<file path="config.mk">
export PLATFORM = sky130hd
export DESIGN_NAME = mpi_port
export DESIGN_NICKNAME = d
export VERILOG_FILES = /design/src/rtl/mpi_pkg.sv /design/src/rtl/mpi_port.sv
export SDC_FILE = /design/constraint.sdc
export NUM_CORES = 1
export LEC_CHECK = 0
export BUFFER_PORTS_ARGS = -buffer_cell sky130_fd_sc_hd__buf_2
export CORE_UTILIZATION = 58
export DETAILED_ROUTE_END_ITERATION = 6
export PLACE_DENSITY = 0.85
export RECOVER_POWER = 100
export SLEW_MARGIN = 20
export SYNTH_ARGS = -nofsm -noshare
export SYNTH_HDL_FRONTEND = slang
export SYNTH_SLANG_ARGS = --single-unit
</file>
<file path="constraint.sdc">
create_clock -name clk -period 4.78 [get_ports clk]
set_input_delay 0.239 -clock clk [delete_from_list [all_inputs] [get_ports clk]]
set_output_delay 0.239 -clock clk [all_outputs]
set_load 0.02 [all_outputs]
</file>
<file path="src/rtl/mpi_pkg.sv">
package mpi_pkg;

    // ***************************************************************
    // timing
    // ***************************************************************
    localparam int CLK_HZ      = 50_000_000;
    localparam int MII100_HZ   = 25_000_000;
    localparam int MII10_HZ    = 2_500_000;
    localparam int RMII_REF_HZ = 50_000_000;
    localparam int RMII10_HOLD = 10;
    localparam int DIV_W       = 5;
    localparam int DIV_MII100  = CLK_HZ / MII100_HZ;
    localparam int DIV_MII10   = CLK_HZ / MII10_HZ;
    localparam int DIV_RMII100 = CLK_HZ / RMII_REF_HZ;
    localparam int DIV_RMII10  = DIV_RMII100 * RMII10_HOLD;

    // ***************************************************************
    // straps, sampled from the receive data pins
    // ***************************************************************
    localparam int         STRAP_SPEED = 0;
    localparam int         STRAP_MODE  = 1;
    localparam int         STRAP_TYPE  = 2;
    localparam logic [1:0] ITYPE_MII   = 2'h1;
    localparam logic [1:0] ITYPE_RMII  = 2'h2;
    localparam logic [3:0] OE_MII      = 4'hf;
    localparam logic [3:0] OE_RMII     = 4'h3;
    localparam logic [3:0] OE_NONE     = 4'h0;

    // ***************************************************************
    // register map
    // ***************************************************************
    localparam int         ADR_W      = 8;
    localparam logic [7:0] REG_CTRL   = 8'h00;
    localparam logic [7:0] REG_STATUS = 8'h04;
    localparam logic [7:0] REG_EVENT  = 8'h08;
    localparam logic [7:0] REG_FRAMES = 8'h0c;
    localparam int         CTRL_EG_EN = 0;
    localparam int         CTRL_IG_EN = 1;
    localparam int         CTRL_HALF  = 2;
    localparam logic [2:0] CTRL_RST   = 3'h3;
    localparam int         EVT_COL    = 0;
    localparam int         EVT_ERR    = 1;

    typedef struct packed {
        logic       sof;
        logic       last;
        logic       err;
        logic [3:0] data;
    } mpi_nib_type;

    typedef enum {
        MD_STRAP,
        MD_MII_PHY,
        MD_MII_MAC,
        MD_RMII_NORM,
        MD_RMII_CLK,
        MD_IDLE
    } mpi_mode_type;

endpackage : mpi_pkg

</file>
<file path="src/rtl/mpi_port.sv">
// Added by the designer: the Wishbone interface to the registers and the register addresses.
`timescale 1ns/1ps
`default_nettype none

// Contract
// reset straps pick MII or RMII, 100/10
// transmit pins in, receive pins out
// MII nibbles at 2.5 or 25 MHz
// MII valid and error on both sides
// collision asserted in half duplex transmit
// PHY mode faces MAC, MAC mode faces PHY
// mode flips only clocks, COL, CRS
// PHY mode drives clocks, COL, CRS, receive group
// MAC mode takes clocks, COL, CRS as inputs
// straps on receive data pins at reset
// RMII: one 50 MHz reference both directions
// RMII data paths two bits wide
// normal mode: external reference input used
// clock mode: drive reference, ignore input
// RMII no PHY/MAC mode, CRS_DV out
// RMII toward PHY uses same pins
// RMII dibit per tick, ten at 10M
module mpi_port (
    input  wire logic                 clk,             // 50 MHz
    input  wire logic                 rstn,            // async, low
    input  wire logic                 wb_cyc_i,        // wishbone cycle
    input  wire logic                 wb_stb_i,        // wishbone strobe
    input  wire logic                 wb_we_i,         // write
    input  wire logic [mpi_pkg::ADR_W-1:0] wb_adr_i,   // byte address
    input  wire logic [3:0]           wb_sel_i,        // byte lanes
    input  wire logic [31:0]          wb_dat_i,        // write data
    output logic      [31:0]          wb_dat_o,        // read data
    output logic                      wb_ack_o,        // acknowledge
    input  wire logic                 eg_valid,        // egress nibble
    output logic                      eg_ready,        // buffer space
    input  wire mpi_pkg::mpi_nib_type eg_data,         // egress nibble
    output logic                      ig_valid,        // ingress pulse
    output mpi_pkg::mpi_nib_type      ig_data,         // ingress nibble
    input  wire logic                 tx_en,           // tx enable pin
    input  wire logic                 tx_er,           // tx error pin
    input  wire logic [3:0]           txd,             // tx data pins
    output logic                      rx_dv,           // rx valid pin
    output logic                      rx_er,           // rx error pin
    input  wire logic [3:0]           rxd_i,           // rxd / straps
    output logic      [3:0]           rxd_o,           // rxd drive
    output logic      [3:0]           rxd_oe,          // rxd enable
    input  wire logic                 ref_clock_in_i,  // tx clk pin in
    output logic                      ref_clock_in_o,  // tx clk drive
    output logic                      ref_clock_in_oe, // tx clk enable
    input  wire logic                 ref_clock_out_i, // rx clk pin in
    output logic                      ref_clock_out_o, // rx clk drive
    output logic                      ref_clock_out_oe,// rx clk enable
    input  wire logic                 col_i,           // collision in
    output logic                      col_o,           // collision out
    output logic                      col_oe,          // collision en
    input  wire logic                 crs_i,           // carrier in
    output logic                      crs_o,           // carrier out
    output logic                      crs_oe,          // carrier en
    input  wire logic                 crystal_input    // 25 MHz xtal
);
    import mpi_pkg::*;

    // ***************************************************************
    // strap capture and port mode
    // ***************************************************************
    mpi_mode_type mode_q;
    logic         speed100_q;
    logic         strap_done_q;
    logic         is_mii;
    logic         is_rmii;
    logic         mii_phy;
    logic         mii_mac;
    logic         active;

    // straps are read on the first edge after release, never under reset
    always_ff @(posedge clk or negedge rstn) begin
        if (!rstn) begin
            mode_q       <= MD_STRAP;
            speed100_q   <= 1'b0;
            strap_done_q <= 1'b0;
        end else if (!strap_done_q) begin
            strap_done_q <= 1'b1;
            speed100_q   <= rxd_i[STRAP_SPEED];
            if (rxd_i[STRAP_TYPE +: 2] == ITYPE_MII) begin
                mode_q <= rxd_i[STRAP_MODE] ? MD_MII_PHY
                                            : MD_MII_MAC;
            end else if (rxd_i[STRAP_TYPE +: 2] == ITYPE_RMII) begin
                mode_q <= rxd_i[STRAP_MODE] ? MD_RMII_NORM
                                            : MD_RMII_CLK;
            end else begin
                mode_q <= MD_IDLE;
            end
        end
    end

    assign mii_phy = (mode_q == MD_MII_PHY);
    assign mii_mac = (mode_q == MD_MII_MAC);
    assign is_mii  = mii_phy | mii_mac;
    assign is_rmii = (mode_q == MD_RMII_NORM) | (mode_q == MD_RMII_CLK);
    assign active  = is_mii | is_rmii;

    // ***************************************************************
    // line rate divider and link clock edges
    // ***************************************************************
    logic [DIV_W-1:0] cnt_q;
    logic [DIV_W-1:0] cnt_d;
    logic [DIV_W-1:0] div_per;
    logic             div_tick;
    logic             lvl_q;
    logic             tin_q;
    logic             rin_q;
    logic             eg_tick;
    logic             ig_tick;

    always_comb begin
        case (mode_q)
            MD_MII_PHY,
            MD_MII_MAC:   div_per = speed100_q ? DIV_W'(DIV_MII100)
                                               : DIV_W'(DIV_MII10);
            MD_RMII_NORM,
            MD_RMII_CLK:  div_per = speed100_q ? DIV_W'(DIV_RMII100)
                                               : DIV_W'(DIV_RMII10);
            default:      div_per = DIV_W'(DIV_RMII100);
        endcase
    end

    assign div_tick = active && (cnt_q == '0);
    assign cnt_d    = (cnt_q == '0) ? div_per - 1'b1 : cnt_q - 1'b1;

    always_ff @(posedge clk or negedge rstn) begin
        if (!rstn) begin
            cnt_q <= '0;
            lvl_q <= 1'b0;
        end else begin
            cnt_q <= cnt_d;
            lvl_q <= (cnt_d >= (div_per >> 1));
        end
    end

    // in MAC mode the PHY owns both clocks; their rising edges time us
    always_ff @(posedge clk or negedge rstn) begin
        if (!rstn) begin
            tin_q <= 1'b0;
            rin_q <= 1'b0;
        end else begin
            tin_q <= ref_clock_in_i;
            rin_q <= ref_clock_out_i;
        end
    end

    assign ig_tick = mii_mac ? (ref_clock_in_i & ~tin_q) : div_tick;
    assign eg_tick = mii_mac ? (ref_clock_out_i & ~rin_q) : div_tick;

    // ***************************************************************
    // rmii reference clock
    // ***************************************************************
    logic refo_q;
    logic xtal_q;
    logic xtal_seen_q;
    logic refin_q;
    logic refin_seen_q;

    // the pad doubler makes the 50 MHz edge; this flop gives its phase
    always_ff @(posedge clk or negedge rstn) begin
        if (!rstn) begin
            refo_q <= 1'b0;
        end else if (mode_q == MD_RMII_CLK) begin
            refo_q <= ~refo_q;
        end
    end

    always_ff @(posedge clk or negedge rstn) begin
        if (!rstn) begin
            xtal_q       <= 1'b0;
            xtal_seen_q  <= 1'b0;
            refin_q      <= 1'b0;
            refin_seen_q <= 1'b0;
        end else begin
            xtal_q  <= crystal_input;
            refin_q <= ref_clock_in_i;
            if (xtal_q != crystal_input) begin
                xtal_seen_q <= 1'b1;
            end
            // the reference input is ignored outside normal mode
            if (mode_q == MD_RMII_NORM && refin_q != ref_clock_in_i) begin
                refin_seen_q <= 1'b1;
            end
        end
    end

    // ***************************************************************
    // registers
    // ***************************************************************
    logic [2:0]  ctrl_q;
    logic [1:0]  evt_q;
    logic [1:0]  evt_set;
    logic [1:0]  evt_clr;
    logic [15:0] ig_frames_q;
    logic [15:0] eg_frames_q;
    logic        wb_req;
    logic        wb_wr;
    logic [31:0] rd_d;

    assign wb_req  = wb_cyc_i & wb_stb_i;
    assign wb_wr   = wb_req & wb_we_i & wb_ack_o;
    assign evt_clr = (wb_wr && wb_adr_i == REG_EVENT && wb_sel_i[0])
                   ? wb_dat_i[1:0] : 2'h0;

    always_ff @(posedge clk or negedge rstn) begin
        if (!rstn) begin
            ctrl_q <= CTRL_RST;
        end else if (wb_wr && wb_adr_i == REG_CTRL && wb_sel_i[0]) begin
            ctrl_q <= wb_dat_i[2:0];
        end
    end

    // set beats clear so a same-cycle event is kept
    always_ff @(posedge clk or negedge rstn) begin
        if (!rstn) begin
            evt_q <= 2'h0;
        end else begin
            evt_q <= (evt_q & ~evt_clr) | evt_set;
        end
    end

    always_comb begin
        rd_d = 32'h0;
        if (wb_adr_i == REG_CTRL) begin
            rd_d[2:0] = ctrl_q;
        end else if (wb_adr_i == REG_STATUS) begin
            rd_d[1:0] = is_mii ? ITYPE_MII : (is_rmii ? ITYPE_RMII : 2'h0);
            rd_d[2]   = speed100_q;
            rd_d[3]   = mii_phy | (mode_q == MD_RMII_NORM);
            rd_d[4]   = mii_mac ? crs_i : crs_o;
            rd_d[5]   = mii_mac ? col_i : col_o;
            rd_d[6]   = xtal_seen_q;
            rd_d[7]   = refin_seen_q;
        end else if (wb_adr_i == REG_EVENT) begin
            rd_d[1:0] = evt_q;
        end else if (wb_adr_i == REG_FRAMES) begin
            rd_d = {eg_frames_q, ig_frames_q};
        end
    end

    // one wait state; ack falls the cycle after it was given
    always_ff @(posedge clk or negedge rstn) begin
        if (!rstn) begin
            wb_ack_o <= 1'b0;
            wb_dat_o <= 32'h0;
        end else begin
            wb_ack_o <= wb_req & ~wb_ack_o;
            if (wb_req && !wb_ack_o) begin
                wb_dat_o <= rd_d;
            end
        end
    end

    // ***************************************************************
    // two-entry egress buffer
    // ***************************************************************
    mpi_nib_type buf_q [2];
    logic        wr_ptr_q;
    logic        rd_ptr_q;
    logic [1:0]  fill_q;
    logic        push;
    logic        pop;
    logic        buf_valid;
    mpi_nib_type head;

    assign eg_ready  = (fill_q != 2'h2);
    assign buf_valid = (fill_q != 2'h0);
    assign push      = eg_valid & eg_ready;
    assign head      = buf_q[rd_ptr_q];

    always_ff @(posedge clk or negedge rstn) begin
        if (!rstn) begin
            buf_q[0] <= '0;
            buf_q[1] <= '0;
            wr_ptr_q <= 1'b0;
            rd_ptr_q <= 1'b0;
            fill_q   <= 2'h0;
        end else begin
            if (push) begin
                buf_q[wr_ptr_q] <= eg_data;
                wr_ptr_q        <= ~wr_ptr_q;
            end
            if (pop) begin
                rd_ptr_q <= ~rd_ptr_q;
            end
            fill_q <= fill_q + {1'b0, push} - {1'b0, pop};
        end
    end

    // ***************************************************************
    // egress: receive-named pins carry data out
    // ***************************************************************
    logic       eg_go;
    logic       eg_ph_q;
    logic [3:0] rxd_q;
    logic       rx_dv_q;
    logic       rx_er_q;

    assign eg_go = eg_tick & ctrl_q[CTRL_EG_EN];
    assign pop   = eg_go & buf_valid & (is_mii | eg_ph_q);

    always_ff @(posedge clk or negedge rstn) begin
        if (!rstn) begin
            rxd_q       <= 4'h0;
            rx_dv_q     <= 1'b0;
            rx_er_q     <= 1'b0;
            eg_ph_q     <= 1'b0;
            eg_frames_q <= 16'h0;
        end else if (eg_go) begin
            rx_dv_q <= buf_valid;
            rx_er_q <= buf_valid & head.err;
            if (!buf_valid) begin
                rxd_q   <= 4'h0;
                eg_ph_q <= 1'b0;
            end else if (is_mii) begin
                rxd_q <= head.data;
            end else if (!eg_ph_q) begin
                rxd_q   <= {2'h0, head.data[1:0]};
                eg_ph_q <= 1'b1;
            end else begin
                rxd_q   <= {2'h0, head.data[3:2]};
                eg_ph_q <= 1'b0;
            end
            if (pop && head.last) begin
                eg_frames_q <= eg_frames_q + 16'h1;
            end
        end else if (!ctrl_q[CTRL_EG_EN]) begin
            rx_dv_q <= 1'b0;
            rx_er_q <= 1'b0;
        end
    end

    assign rxd_o  = rxd_q;
    assign rx_dv  = rx_dv_q;
    assign rx_er  = rx_er_q;
    assign rxd_oe = !strap_done_q ? OE_NONE
                  : is_mii        ? OE_MII
                  : is_rmii       ? OE_RMII : OE_NONE;

    // ***************************************************************
    // ingress: transmit-named pins carry data in
    // ***************************************************************
    logic       ig_go;
    logic       ten_q;
    logic       sof_q;
    logic       ig_ph_q;
    logic [1:0] ig_lo_q;

    assign ig_go = ig_tick & ctrl_q[CTRL_IG_EN];

    // in RMII the enable pin is tx_en, CRS_DV goes out on rx_dv; low dibit arrives first
    always_ff @(posedge clk or negedge rstn) begin
        if (!rstn) begin
            ig_valid    <= 1'b0;
            ig_data     <= '0;
            ten_q       <= 1'b0;
            sof_q       <= 1'b0;
            ig_ph_q     <= 1'b0;
            ig_lo_q     <= 2'h0;
            ig_frames_q <= 16'h0;
        end else begin
            ig_valid <= 1'b0;
            if (ig_go) begin
                ten_q <= tx_en;
                if (tx_en && !ten_q) begin
                    ig_frames_q <= ig_frames_q + 16'h1;
                end
                if (!tx_en) begin
                    ig_ph_q <= 1'b0;
                    sof_q   <= 1'b1;
                end else if (is_mii) begin
                    ig_valid <= 1'b1;
                    ig_data  <= '{sof: sof_q, last: 1'b0,
                                  err: tx_er, data: txd};
                    sof_q    <= 1'b0;
                end else if (!ig_ph_q) begin
                    ig_lo_q <= txd[1:0];
                    ig_ph_q <= 1'b1;
                end else begin
                    ig_valid <= 1'b1;
                    ig_data  <= '{sof: sof_q, last: 1'b0, err: 1'b0,
                                  data: {txd[1:0], ig_lo_q}};
                    ig_ph_q  <= 1'b0;
                    sof_q    <= 1'b0;
                end
            end
        end
    end

    // ***************************************************************
    // carrier, collision and clock pins
    // ***************************************************************
    logic crs_q;
    logic col_q;

    always_ff @(posedge clk or negedge rstn) begin
        if (!rstn) begin
            crs_q <= 1'b0;
            col_q <= 1'b0;
        end else begin
            crs_q <= mii_phy & (rx_dv_q | ten_q);
            col_q <= mii_phy & ctrl_q[CTRL_HALF]
                   & rx_dv_q & ten_q;
        end
    end

    assign evt_set[EVT_COL] = ctrl_q[CTRL_HALF] & rx_dv_q
                            & (mii_mac ? col_i : col_q);
    assign evt_set[EVT_ERR] = ig_go & is_mii & tx_en & tx_er;

    assign crs_o            = crs_q;
    assign col_o            = col_q;
    assign crs_oe           = mii_phy;
    assign col_oe           = mii_phy;
    assign ref_clock_in_o   = lvl_q;
    assign ref_clock_in_oe  = mii_phy;
    assign ref_clock_out_o  = mii_phy ? lvl_q : refo_q;
    assign ref_clock_out_oe = mii_phy | (mode_q == MD_RMII_CLK);

    // ***************************************************************
    // checks
    // ***************************************************************
    a_strap_release: assert property (@(posedge clk) disable iff (!rstn)
        !strap_done_q |-> rxd_oe == OE_NONE)
        else $error("rxd driven during strap sampling");

    a_phy_clock_dir: assert property (@(posedge clk) disable iff (!rstn)
        mii_phy |-> ref_clock_in_oe && ref_clock_out_oe && col_oe
                    && crs_oe)
        else $error("phy mode not driving clocks, col, crs");

    a_mac_clock_dir: assert property (@(posedge clk) disable iff (!rstn)
        mii_mac |-> !ref_clock_in_oe && !ref_clock_out_oe && !col_oe
                    && !crs_oe && rxd_oe == OE_MII)
        else $error("mac mode direction wrong");

    a_clock_mode_ref: assert property (@(posedge clk) disable iff (!rstn)
        mode_q == MD_RMII_CLK |-> ref_clock_out_oe && !ref_clock_in_oe
        ##1 ref_clock_out_o != $past(ref_clock_out_o))
        else $error("clock mode reference not driven");

    a_mii100_rate: assert property (@(posedge clk) disable iff (!rstn)
        mii_phy && speed100_q && div_tick |=> !div_tick ##1 div_tick)

        else $error("25 MHz nibble rate wrong");

    a_rmii10_hold: assert property (@(posedge clk) disable iff (!rstn)
        is_rmii && !speed100_q && div_tick |=> !div_tick[*8]
        ##1 !div_tick ##1 div_tick)
        else $error("10M dibit not held ten cycles");

    a_rmii_width: assert property (@(posedge clk) disable iff (!rstn)
        is_rmii |-> rxd_oe == OE_RMII && rxd_o[3:2] == 2'h0)
        else $error("rmii data wider than two bits");

    a_col_half: assert property (@(posedge clk) disable iff (!rstn)
        mii_phy && ctrl_q[CTRL_HALF] && $stable(ctrl_q) && rx_dv_q
        && ten_q |=> col_o)
        else $error("collision not flagged in half duplex");

    a_col_full: assert property (@(posedge clk) disable iff (!rstn)
        col_o |-> $past(ctrl_q[CTRL_HALF]))
        else $error("collision in full duplex");

    a_ingress_nib: assert property (@(posedge clk) disable iff (!rstn)
        mii_phy && ig_go && tx_en |=> ig_valid
        && ig_data.data == $past(txd) && ig_data.err == $past(tx_er))

        else $error("ingress nibble lost");

endmodule : mpi_port

`default_nettype wire

</file>
==> results of run 1 <==
-- metal layers --
layer | up-vias | track usage (%) | wire length [um]
met5 | - | 0 | 0
met3 | 27 | 8.08 | 718
met1 | 2118 | 34.8 | 5310
li1 | 1966 | - | -
met4 | 0 | 10.5 | 266
met2 | 155 | 42.6 | 6170
-- registers in the layout, indices dropped and copies added, names as in the netlist, 2 cells and up --
signal       count
buf_q           12
cnt_q            5
ctrl_q           3
eg_frames_q     16
evt_q            2
fill_q           2
ig_data          6
ig_frames_q     16
ig_lo_q          2
mode_q           3
rxd_o            4
wb_dat_o        32
-- repair_timing --
action,in CTS,in global routing
resized for setup,0,0
setup buffers,0,0
hold buffers,18,0
endpoints found under the hold margin,113,0
-- layout make-up --
| type | count | share of cell area [%] |
|---|---|---|
| Clock buffer | 17 | 6.09 |
| Tap cell | 129 | 2.38 |
| Inverter | 19 | 1.05 |
| Multi-Input combinational cell | 323 | 33.5 |
| Sequential cell | 124 | 45.7 |
| Clock inverter | 15 | 2.41 |
| Timing Repair Buffer | 117 | 8.84 |
-- worst paths after layout --
check / startpoint / to / slack (ns) / cells after the start
min in group asynchronous: rstn / xtal_q / 0.89 / 2
max reg2reg: mode_q[1] / ig_data[6] / 1.46 / 5
max: mode_q[1] / ig_data[6] / 1.46 / 5
min reg2reg: refo_q / refo_q / 0.47 / 1
min: eg_valid / wr_ptr_q / 0.05 / 3
max in group asynchronous: rstn / ig_data[6] / 2.48 / 3
-- tightest hold or removal path, delay by kind of cell --
| kind | cells | cell delay (ns) |
|---|---|---|
| xor+xnor | 1 | 0.07 |
| buf+inv | 1 | 0.10 |
| simple gates | 1 | 0.12 |
-- synthesized netlist by cell type, types with 6 or more instances --
master and instances:
sky130_fd_sc_hd__a22o_1 26, sky130_fd_sc_hd__xnor2_1 16, sky130_fd_sc_hd__o21ai_0 20, sky130_fd_sc_hd__nor4_1 13, sky130_fd_sc_hd__a21oi_1 10, sky130_fd_sc_hd__nand2b_1 7, sky130_fd_sc_hd__nand3_1 14, sky130_fd_sc_hd__mux2i_1 8
sky130_fd_sc_hd__inv_1 19, sky130_fd_sc_hd__ha_1 8, sky130_fd_sc_hd__xor2_1 23, sky130_fd_sc_hd__nand2_1 45, sky130_fd_sc_hd__nor3_1 12, sky130_fd_sc_hd__nor2_1 26, sky130_fd_sc_hd__buf_2 6, sky130_fd_sc_hd__mux2_2 24
sky130_fd_sc_hd__clkbuf_1 13, sky130_fd_sc_hd__dfrtp_1 122
-- power breakdown --
group          internal (uW)  switching, uW  total, uW
clock network            750            501       1250
logic                    210            257        467
registers               1160           90.2       1250
total                   2120            848       2960
-- logic make-up (layout without fill, tap and decap cells) --
kind of cell | after synthesis | after routing | synth area share [%]
xor+xnor | 39 | 39 | 6.08
mux | 36 | 36 | 7.85
other cells | 2 | 2 | 0.134
buf+inv | 45 | 168 | 3.63
compound gates | 87 | 87 | 11.5
fa+ha+maj | 9 | 9 | 1.96
flops | 124 | 124 | 55.3
simple gates | 150 | 150 | 13.5
-- metrics by stage --
stage / util [%] / total power, uW / hold WS (ns)
global route: 72.9 / 3090 / 0.0493
floorplan: - / 1590 / -0.0566
CTS: 74.0 / 2990 / 0.0222
global placement: 65.9 / 1690 / 0.365
finish: 72.9 / 2960 / 0.0512
detailed placement: 65.9 / 1730 / 0.371
==> results.md, run 1 <==
- In the final layout, the multi-input gates occupy about 2300 um^2.
- The number of max-cap violations is 2.
- The initial antenna violation count is 0.
- In the synthesized netlist the dominant register cell turns out to be sky130_fd_sc_hd__dfrtp_1.
- The final-stage net count is 682.
- The cell area after synthesis is 5610 um^2.
- The netlist uses 60 different library cells.
- Walking the worst path, the cells encountered are nor3b_1 > o21bai_1 > nand4_1 > nor2_1 > mux2_2.
- Clock skew on the completed layout was measured at 0.00851 ns.
- After synthesis, the share of flip-flops with an asynchronous set or reset is 100%.
- The count of final max-slew check failures came to 125.
- The final design area excluding fillers is between 6000 and 7000 um^2.
- Broken down by cell family, the worst path's largest delay share belongs to simple AND/OR/NAND/NOR gates.
- Clock latency on the worst-skew pair, taken at its later pin, is 0.53 ns.
- The kind of capture point of the worst setup path is a register.
- The standby leakage power is ~0.0032 uW.
- For this configuration, the core starts out at a cell density of approximately three fifths.
- The overflow left after global routing is 0.
- The via count of the first global-routing pass was 4251.
- The largest fanout on the critical path is 18.
- Relative to the synthesized area, the layout overhead comes to 21.0%.
- Entering global routing, the biggest net connects 91 pins.
- Counting the fill cells in the layout gives 669.
- The width of the die is 100 um.
- In this run, CTS created clock tree buffers numbering 17.
- The final cycle utilization of the critical path is 69.5%.
- Counting along the longest clock path gives a buffer depth of 2.
- The number of I/O pins is 132.
- The Yosys warning count is 0.
- At the worst endpoint, the required time is 5.19 ns.
- The worst pin sits at a relative slew slack of -40.6%.
- The H-tree depth is 4.
- The area after detailed placement is 6150 um^2.
- The die extent in y is about 100 um.
- The clock tree from TritonCTS is yes.
- Cells with a size suffix above 1 make up 16.9% of the layout.
- For the final routed database, the setup TNS stands at 0 ns.
- In this run the biggest area consumer among cell types represents 54.4% of the synthesized area.
- The class of the worst hold path is input pin to register.
- The standard cell with the maximum stage delay on the critical path is sky130_fd_sc_hd__nor3b_1.
- The number of failing hold endpoints at the final stage is 0.
- The half-perimeter wire length after placement is 8.29 mm.
- The library cell used most frequently in the layout, excluding fill and tap cells, is sky130_fd_sc_hd__dfrtp_1.
- The top cell types in the final layout, fill and taps aside, are sky130_fd_sc_hd__dfrtp_1, sky130_fd_sc_hd__clkbuf_1, sky130_fd_sc_hd__nand2_1.
- The via-per-instance ratio is 5.73.
- The die covers between 10000 and 15000 um^2.
- The first detailed-routing pass ran for 5 iterations.
- The pre-CTS setup slack is 1.90 ns.
- Synthesis inferred 124 register bits.
- The run finished, with violations left.
- The routability congestion estimate is 0.839.
- The number of sinks driven by the clock tree is 124.
- Of the synthesized area, sequential elements account for 55.3%.
- The actual slew at the worst max-slew pin is ~2.1 ns.
- Dividing total power by cell area gives a power density of ~440 nW/um^2.
- The core outline area is 9330 um^2.
- The kind of start point of the critical path is a register.
- After detailed routing, the number of remaining DRC violations is 0.
- The biggest area consumer among synthesized cells is sky130_fd_sc_hd__dfrtp_1.
- The worst path arrival time is between 3 and 4 ns.
- In the final routed layout, each cell accounts on average for 16.8 um.
- The buffer cell driving the clock tree root is sky130_fd_sc_hd__clkbuf_8.
- For this block, the via count after detailed routing is 4266.
- The detailed router's first-iteration violation count is 192.
- The number of nets in the synthesized netlist is 572.
- The clock transition at the registers of the reported paths is 0.06 ns.
- The number of buffers and inverters on the critical path is 0.
- The remaining antenna violation count after routing is 0.
- The clock period minus final worst setup slack is 3.32 ns.
- The setup-violating endpoint count in the final report is 0.
- The number of standard cells in the layout, taps in and fillers out is 744.
- Synthesis handed over a netlist of 492 instances.
- By area the synthesized netlist is led by sky130_fd_sc_hd__dfrtp_1, sky130_fd_sc_hd__mux2_2, sky130_fd_sc_hd__a22o_1.
- The worst-case IR drop observed on VDD is 0.000296 V.
- The first global-routing pass estimated 20.6 mm of wire.
- The count of buffers added on input and output ports is between 90 and 100.
- The routed design has around 12 mm of wire.
- The register area is 3110 um^2.
- Counting flops with a built-in enable in the synthesized netlist gives 0.
- Setup repair after global routing left no endpoint under its margin.
- The final reports fail on capacitance limit, slew limit.
- The biggest cell delay along the critical path is 0.78 ns.
- The repair_antennas step left the layout with diodes totalling 0.
- The number of instances in the placed design is approximately 700.
- Static timing analysis puts the maximum clock frequency at 301 MHz.
- After floorplanning, the core was divided into 35 placement rows.
- The worst path setup slack after routing is about 1.5 ns.
- Across every metal layer, demand over resource in global routing totals about 27%.
- The average instance in the mapped netlist occupies 11.4 um^2.
- The category of the most critical setup path is register to register.
Note: power is estimated with default switching activity, not from simulation.
==> run 2: changes to the inputs <==
--- a/config.mk
+++ b/config.mk
@@ -6,9 +6,9 @@
 export NUM_CORES = 1
 export LEC_CHECK = 0
 export BUFFER_PORTS_ARGS = -buffer_cell sky130_fd_sc_hd__buf_2
-export CORE_UTILIZATION = 58
+export CORE_UTILIZATION = 54
 export DETAILED_ROUTE_END_ITERATION = 6
-export PLACE_DENSITY = 0.85
+export PLACE_DENSITY = 0.8
 export RECOVER_POWER = 100
 export SLEW_MARGIN = 20
 export SYNTH_ARGS = -nofsm -noshare
==> constraint.sdc (replaced) <==
create_clock -name clk -period 3.45 [get_ports clk]
set_input_delay 0.1725 -clock clk [delete_from_list [all_inputs] [get_ports clk]]
set_output_delay 0.1725 -clock clk [all_outputs]
set_load 0.02 [all_outputs]
==> run 2 against run 1 <==
Compared with the run above:
- the run now ends clean
- cell count rose by 1.5%
- via count rose by 0.47%
- register-to-register slack got worse by 1.0 ns
- clock skew barely moved
- global-route usage fell by 2.1 points
- largest cell class unchanged
- clock power rose by 34%
- routed wire length rose by 1.0%
- clock-buffer cell count rose by 1
- worst setup slack got worse by 1.0 ns
==> results.md, run 2 (synthesis results as in run 1) <==
- The count of final max-slew check failures is 0 (was 125).
- The internal cell power is 2880 uW (was 2120 uW).
- The class of the worst hold path was input pin to register (unchanged).
- The initial antenna violation count is 0 (unchanged).
- The upper clock frequency limit came to 332 MHz (was 301 MHz).
- The detailed-route DRC error count is 0 (unchanged).
- The normalized max-slew margin is 1.41% (was -40.6%).
- The number of buffer cells added on primary ports is 97 (unchanged).
- The antenna diode instance count is 0 (unchanged).
- The total power of the final layout was 4070 uW (was 2960 uW).
- The core outline area was 9910 um^2 (was 9330 um^2).
- The clock period minus final worst setup slack was 3.01 ns (was 3.32 ns).
- The cell row count is 36 (was 35).
- The portion of total power attributed to the clock network is 40.9% (was 42.2%).
- The width of the die is 104 um (was 100 um).
- Largest registers: wb_dat_o x32, eg_frames_q x16, ig_frames_q x16 (unchanged).
- The final-layout worst hold slack is 0.0663 ns (was 0.0512 ns).
- The maximum buffer depth of the clock tree was 2 (unchanged).
- The number of max-cap violations came to 0 (was 2).
- The power per unit of standard cell area is 593 nW/um^2 (was 436 nW/um^2).
- The die extent in y is 104 um (was 100 um).
- The sum of negative setup slack is 0 ns (unchanged).
- The final cycle utilization of the critical path was 87.3% (was 69.5%).
- The wire length of the first global-routing pass is 21.1 mm (was 20.6 mm).
- The first-pass iteration count of the detailed router was 5 (unchanged).
- Status: completed (was finished, violations left).
- The total length of routed wires is 12.6 mm (was 12.5 mm).
- The fraction of layout instances using a drive strength above 1 was 17.2% (was 16.9%).
- The kind of start point of the critical path is a register (unchanged).
- The kind of cell with the highest combined delay on the critical path is compound AO/OA/AOI/OAI gates (was simple AND/OR/NAND/NOR gates).
- Top library cells by usage in the layout, fill and taps aside: sky130_fd_sc_hd__dfrtp_1, sky130_fd_sc_hd__clkbuf_1, sky130_fd_sc_hd__nand2_1 (unchanged).
- The detailed router's first-iteration violation count is 208 (was 192).
- The overall routing resource usage is 24.7% (was 26.8%).
- The relative contribution of sequential cells to total power is 42.6% (was 42.0%).
- The worst clock skew is 0.00901 ns (was 0.00851 ns).
- The setup-violating endpoint count in the final report came to 0 (unchanged).
- The clock transition at the registers of the reported paths is 0.06 ns (about the same).
- The number of gates given a new drive strength after cts came to 0 (unchanged).
- The depth of the worst register-to-register path is 10 (was 5).
- Critical path cell sequence: nor3b_1 > clkbuf_1 > and3b_1 > o2111ai_1 > inv_1 > ha_1 > inv_1 > ha_1 > xnor2_1 > xnor2_1 (was nor3b_1 > o21bai_1 > nand4_1 > nor2_1 > mux2_2).
- The initial standard-cell utilization of the core was 56.7% (was 60.2%).
- The number of I/O pins is 132 (unchanged).
- The remaining antenna violation count after routing was 0 (unchanged).
- The fraction of power spent switching nets is 29.1% (was 28.6%).
- The number of sinks driven by the clock tree is 124 (unchanged).
- The overall via count from detail_route came to 4286 (was 4266).
- The standard cell with the maximum stage delay on the critical path is sky130_fd_sc_hd__o2111ai_1 (was sky130_fd_sc_hd__nor3b_1).
- The maximum ir drop on the vdd rail is 0.000364 V (was 0.000296 V).
- The half-perimeter wire length after placement is 8.40 mm (was 8.29 mm).
- Setup repair after global routing missed its margin: false (unchanged).
- The worst path arrival time is 3.42 ns (was 3.73 ns).
- The final-stage net count is 689 (was 682).
- The actual slew at the worst max-slew pin was 1.48 ns (was 2.11 ns).
- The largest fanout on the critical path is 12 (was 18).
- The maximum number of pins on one net before global-route repair came to 67 (was 91).
- The biggest cell delay along the critical path is 0.82 ns (was 0.78 ns).
- The kind of capture point of the worst setup path is a register (unchanged).
- The worst-skew pair later-pin latency is 0.52 ns (was 0.53 ns).
- The number of hold buffers added after cts came to 23 (was 18).
- The net switching component of the power is 1190 uW (was 848 uW).
- The most common cell after layout, fill and taps aside is sky130_fd_sc_hd__dfrtp_1 (unchanged).
- The synthesis-to-finish area growth came to 22.2% (was 21.0%).
- The standby leakage power is 0.00323 uW (was 0.00320 uW).
- The clock tree from TritonCTS is yes (unchanged).
- The detailed-route wire length per cell is 16.7 um (was 16.8 um).
- The overflow left after global routing is 0 (unchanged).
- The overall die area is 10800 um^2 (was 10100 um^2).
- The worst endpoint required time is 3.85 ns (was 5.19 ns).
- The register with the most flip-flops is wb_dat_o (unchanged).
- The buffering stage count on the worst path with inverters included is 3 (was 0).
- The H-tree depth is 4 (unchanged).
- The combinational group share of total power was 16.5% (was 15.7%).
- The final cell utilization of the core came to 69.2% (was 72.9%).
- The category of the most critical setup path is register to register (unchanged).
- The routability congestion estimate is 0.794 (was 0.839).
- The via count of the first global-routing pass is 4416 (was 4251).
- The hold-critical path depth is 4 (was 3).
- The number of flip-flops under the largest register name is 32 (unchanged).
- The number of setup buffers added after CTS was 0 (unchanged).
- The via-per-instance ratio is 5.68 (was 5.73).
- The buffer cell driving the clock tree root is sky130_fd_sc_hd__clkbuf_8 (unchanged).
- The number of failing hold endpoints at the final stage came to 0 (unchanged).
- The logic depth of the worst setup path including buffers is 10 (was 5).
- The number of buffers inserted during clock tree synthesis came to 17 (unchanged).
[run 2: cell types whose count changed in the layout (fill, tap and decap cells not counted), sizes merged]
cell	before	now
bufinv	2	1
clkinvlp	4	3
dlygate4sd3	18	23
clkinv	4	5
buf	36	37
clkbuf	80	82
[run 2: routing by layer]
metal	global-route usage (%)	up-vias	wire length, um
met5	0	-	0
met4	9.80	0	207
met3	5.08	22	588
met2	40.6	143	6390
met1	32.2	2138	5400
li1	-	1983	-
[run 2: area by class of cell]
type                    instances  area (um^2)
flip-flops and latches        124         3110
inverters                      19         71.3
fillers                       763         3050
multi-input cells             323         2280
clock inverters                14          135
repair buffers                124          674
clock buffers                  18          428
well taps                     133          166
[run 2: final timing paths]
check / start / slack (ns) / endpoint
max in group asynchronous: rstn / 1.87 / ctrl_q[1]
min in group asynchronous: rstn / 0.55 / wb_dat_o[0]
hold reg to reg: ig_frames_q[15] / 0.46 / ig_frames_q[15]
setup reg to reg: mode_q[1] / 0.44 / fill_q[1]
setup / recovery: mode_q[1] / 0.44 / fill_q[1]
hold / removal: rxd_i[2] / 0.07 / mode_q[2]
[run 2: tightest hold or removal path, cell delays in order]
cell and delay, ns:
sky130_fd_sc_hd__buf_2 0.10, sky130_fd_sc_hd__nand2b_1 0.07, sky130_fd_sc_hd__a21oi_1 0.14, sky130_fd_sc_hd__a21oi_1 0.05
[run 2: power by group through the flow]
stage / Clock (uW) / Combinational (uW) / Sequential [uW]
CTS: 1690 / 691 / 1730
finish: 1670 / 671 / 1730
floorplan: 0 / 497 / 1700
global route: 1750 / 743 / 1760
detailed placement: 0 / 648 / 1750
global placement: 0 / 613 / 1740
[run 2: stage by stage]
step | setup slack, ns | instance area [um^2] | cells
global placement | 0.798 | 6180 | 700
global route | 0.199 | 6860 | 755
CTS | 0.532 | 6970 | 755
detailed placement | 0.738 | 6180 | 700
floorplan | 1.02 | 5610 | 492
finish | 0.436 | 6860 | 755
==> run 3: changes to the inputs <==
--- a/config.mk
+++ b/config.mk
@@ -8,6 +8,7 @@
 export BUFFER_PORTS_ARGS = -buffer_cell sky130_fd_sc_hd__buf_2
 export CORE_UTILIZATION = 54
 export DETAILED_ROUTE_END_ITERATION = 6
+export GPL_TIMING_DRIVEN = 0
 export PLACE_DENSITY = 0.8
 export RECOVER_POWER = 100
 export SLEW_MARGIN = 20
==> run 3 against run 2 <==
Compared with the run above:
- highest routed layer unchanged
- global-route usage shrank 0.29 points
- power is essentially flat
- flip-flop and latch count is the same
- largest power group unchanged
- the run now ends with capacitance limit, slew limit left
- critical endpoint is now ig_data[6]
==> results.md, run 3 (synthesis results as in run 1) <==
- The number of failing hold endpoints at the final stage is 0 (unchanged).
- The width of the die is 104 um (unchanged).
- The internal cell power is 2950 uW (was 2880 uW).
- The total length of routed wires was 12.4 mm (was 12.6 mm).
- Setup repair after global routing missed its margin: false (unchanged).
- The count of final max-slew check failures is 49 (was 0).
- The via-per-instance ratio is 5.52 (was 5.68).
- The checks that failed: capacitance limit, slew limit.
- The cell row count was 36 (unchanged).
- The actual slew at the worst max-slew pin was 2.58 ns (was 1.48 ns).
- The wire length of the first global-routing pass is 20.5 mm (was 21.1 mm).
- The setup slack of the worst register-to-register path is 0.42 ns (was 0.44 ns).
- The final-layout worst hold slack is 0.0189 ns (was 0.0663 ns).
- The final cycle utilization of the critical path is 87.8% (was 87.3%).
- The register with the most flip-flops is wb_dat_o (unchanged).
- The kind of capture point of the worst setup path is a register (unchanged).
- The standby leakage power came to 0.00328 uW (was 0.00323 uW).
- The routability congestion estimate is 0.874 (was 0.794).
- The most common cell after layout, fill and taps aside is sky130_fd_sc_hd__dfrtp_1 (unchanged).
- The met2 routed wirelength is 6.16 mm (was 6.39 mm).
- The clock transition at the registers of the reported paths was 0.06 ns (about the same).
- The detailed router's first-iteration violation count came to 217 (was 208).
- Largest registers: wb_dat_o x32, eg_frames_q x16, ig_frames_q x16 (unchanged).
- The clock tree from TritonCTS is yes (unchanged).
- The synthesis-to-finish area growth is 24.5% (was 22.2%).
- The overall routing resource usage is 24.4% (was 24.7%).
- The antenna diode instance count came to 0 (unchanged).
- The core outline area was 9910 um^2 (unchanged).
- The first-pass iteration count of the detailed router came to 5 (unchanged).
- The worst endpoint required time is 3.86 ns (was 3.85 ns).
- The upper clock frequency limit is 330 MHz (was 332 MHz).
- The number of gates given a new drive strength after cts is 0 (unchanged).
- The post-route met1 wirelength is 5.28 mm (was 5.40 mm).
- The maximum buffer depth of the clock tree is 2 (unchanged).
- The clock period minus final worst setup slack is 3.03 ns (was 3.01 ns).
- The timing startpoint of the critical path is mode_q[0] (was mode_q[1]).
- The net switching component of the power is 1120 uW (was 1190 uW).
- The class of the worst hold path is input pin to register (unchanged).
- The die extent in y is 104 um (unchanged).
- The power per unit of standard cell area is 582 nW/um^2 (was 593 nW/um^2).
- The fraction of layout instances using a drive strength above 1 is 17.2% (about the same).
- The timing endpoint of the critical path is ig_data[6] (was fill_q[1]).
- The remaining antenna violation count after routing is 0 (unchanged).
- The final-stage net count came to 713 (was 689).
- The worst path arrival time was 3.44 ns (was 3.42 ns).
- Status: finished, violations left (was completed).
- The setup-violating endpoint count in the final report was 0 (unchanged).
- The H-tree depth was 4 (unchanged).
- The fraction of power spent switching nets is 27.5% (was 29.1%).
- The worst-skew pair later-pin latency is 0.52 ns (about the same).
- The sum of negative setup slack is 0 ns (unchanged).
- The maximum number of pins on one net before global-route repair is 77 (was 67).
- The initial standard-cell utilization of the core is 56.7% (unchanged).
- The portion of total power attributed to the clock network is 40.7% (was 40.9%).
- The capture point of the worst reg-to-reg path is ig_data[6] (was fill_q[1]).
- The initial antenna violation count is 0 (unchanged).
- The via count of the first global-routing pass is 4248 (was 4416).
- The number of buffers inserted during clock tree synthesis was 17 (unchanged).
- The overall die area is 10800 um^2 (unchanged).
- The half-perimeter wire length after placement is 8.51 mm (was 8.40 mm).
- The normalized max-slew margin was -72.3% (was 1.41%).
- Top library cells by usage in the layout, fill and taps aside: sky130_fd_sc_hd__dfrtp_1, sky130_fd_sc_hd__clkbuf_1, sky130_fd_sc_hd__nand2_1 (unchanged).
- The uppermost signal routing layer after detailed routing is met4 (unchanged).
- The maximum ir drop on the vdd rail was 0.000406 V (was 0.000364 V).
- The worst clock skew is 0.0105 ns (was 0.00901 ns).
- The number of max-cap violations came to 1 (was 0).
- The number of buffer cells added on primary ports is 97 (unchanged).
- The hold-critical path depth is 4 (unchanged).
- The overflow left after global routing is 0 (unchanged).
- The origin of the critical flop-to-flop path is mode_q[0] (was mode_q[1]).
- The depth of the worst register-to-register path is 6 (was 10).
- The number of I/O pins is 132 (unchanged).
- The detailed-route wire length per cell came to 16.0 um (was 16.7 um).
- The wire length on met3 came to 843 um (was 588 um).
- The number of flip-flops under the largest register name is 32 (unchanged).
- The combinational group share of total power is 17.3% (was 16.5%).
- The number of sinks driven by the clock tree is 124 (unchanged).
- The detailed-route DRC error count was 0 (unchanged).
- The kind of start point of the critical path is a register (unchanged).
- The relative contribution of sequential cells to total power came to 42.0% (was 42.6%).
- The largest fanout on the critical path came to 10 (was 12).
- The overall via count from detail_route is 4292 (was 4286).
- The buffer cell driving the clock tree root is sky130_fd_sc_hd__clkbuf_8 (unchanged).
- The category of the most critical setup path was register to register (unchanged).
[run 3: final cells by class]
class	count	area (um^2)
sequential	124	3110
tap	133	166
clock inverter	11	123
multi-input combinational	323	2300
buffer	26	120
inverter	19	71.3
fill	723	2920
timing repair buffer	122	677
clock buffer	19	432
[run 3: metrics by stage]
| stage | instances | power [uW] | area (um^2) | setup WS, ns | utilization (%) |
|---|---|---|---|---|---|
| detailed placement | 723 | 2420 | 6300 | 0.580 | 63.6 |
| global route | 777 | 4260 | 6990 | 0.232 | 70.5 |
| CTS | 777 | 4100 | 7090 | 0.537 | 71.6 |
| floorplan | 492 | 2200 | 5610 | 1.02 | - |
| global placement | 722 | 2370 | 6270 | 0.629 | 63.2 |
| finish | 777 | 4070 | 6990 | 0.421 | 70.5 |
[run 3: what timing repair did]
item,in CTS,in global routing
setup buffers,0,0
endpoints found under the setup margin,0,0
hold buffers,24,0
hold endpoints to repair,81,0
[run 3: power by group through the flow]
stage          clock, uW  sequential, uW  combinational [uW]
6_report            1660            1710                 705
5_1_grt             1740            1720                 790
4_1_cts             1680            1700                 718
3_5_place_dp           0            1730                 691
3_3_place_gp           0            1710                 659
2_1_floorplan          0            1700                 497
[run 3: critical path, stage by stage, from the launching register on]
cell,delay [ns]
sky130_fd_sc_hd__dfrtp_1,0.35
sky130_fd_sc_hd__clkbuf_1,0.21
sky130_fd_sc_hd__nor3b_1,0.75
sky130_fd_sc_hd__o21bai_1,0.27
sky130_fd_sc_hd__nand4_1,0.43
sky130_fd_sc_hd__nor2_1,0.51
sky130_fd_sc_hd__mux2_2,0.39
[run 3: metal layers]
| metal | GRT usage [%] | vias up |
|---|---|---|
| li1 | - | 2031 |
| met5 | 0 | - |
| met3 | 7.71 | 12 |
| met4 | 7.04 | 0 |
| met1 | 30.7 | 2095 |
| met2 | 40.6 | 154 |
[run 3: worst min path at each step]
stage | from | endpoint | slack (ns)
final | wb_adr_i[5] | wb_dat_o[1] | 0.02
after global routing | wb_adr_i[5] | wb_dat_o[0] | 0.04
after CTS | wb_adr_i[5] | wb_dat_o[1] | 0.001
after detailed placement | rstn | wb_dat_o[1] | 0.13
after global placement | ref_clock_out_i | rin_q | 0.30
after floorplan | rstn | buf_q[0] | -0.12
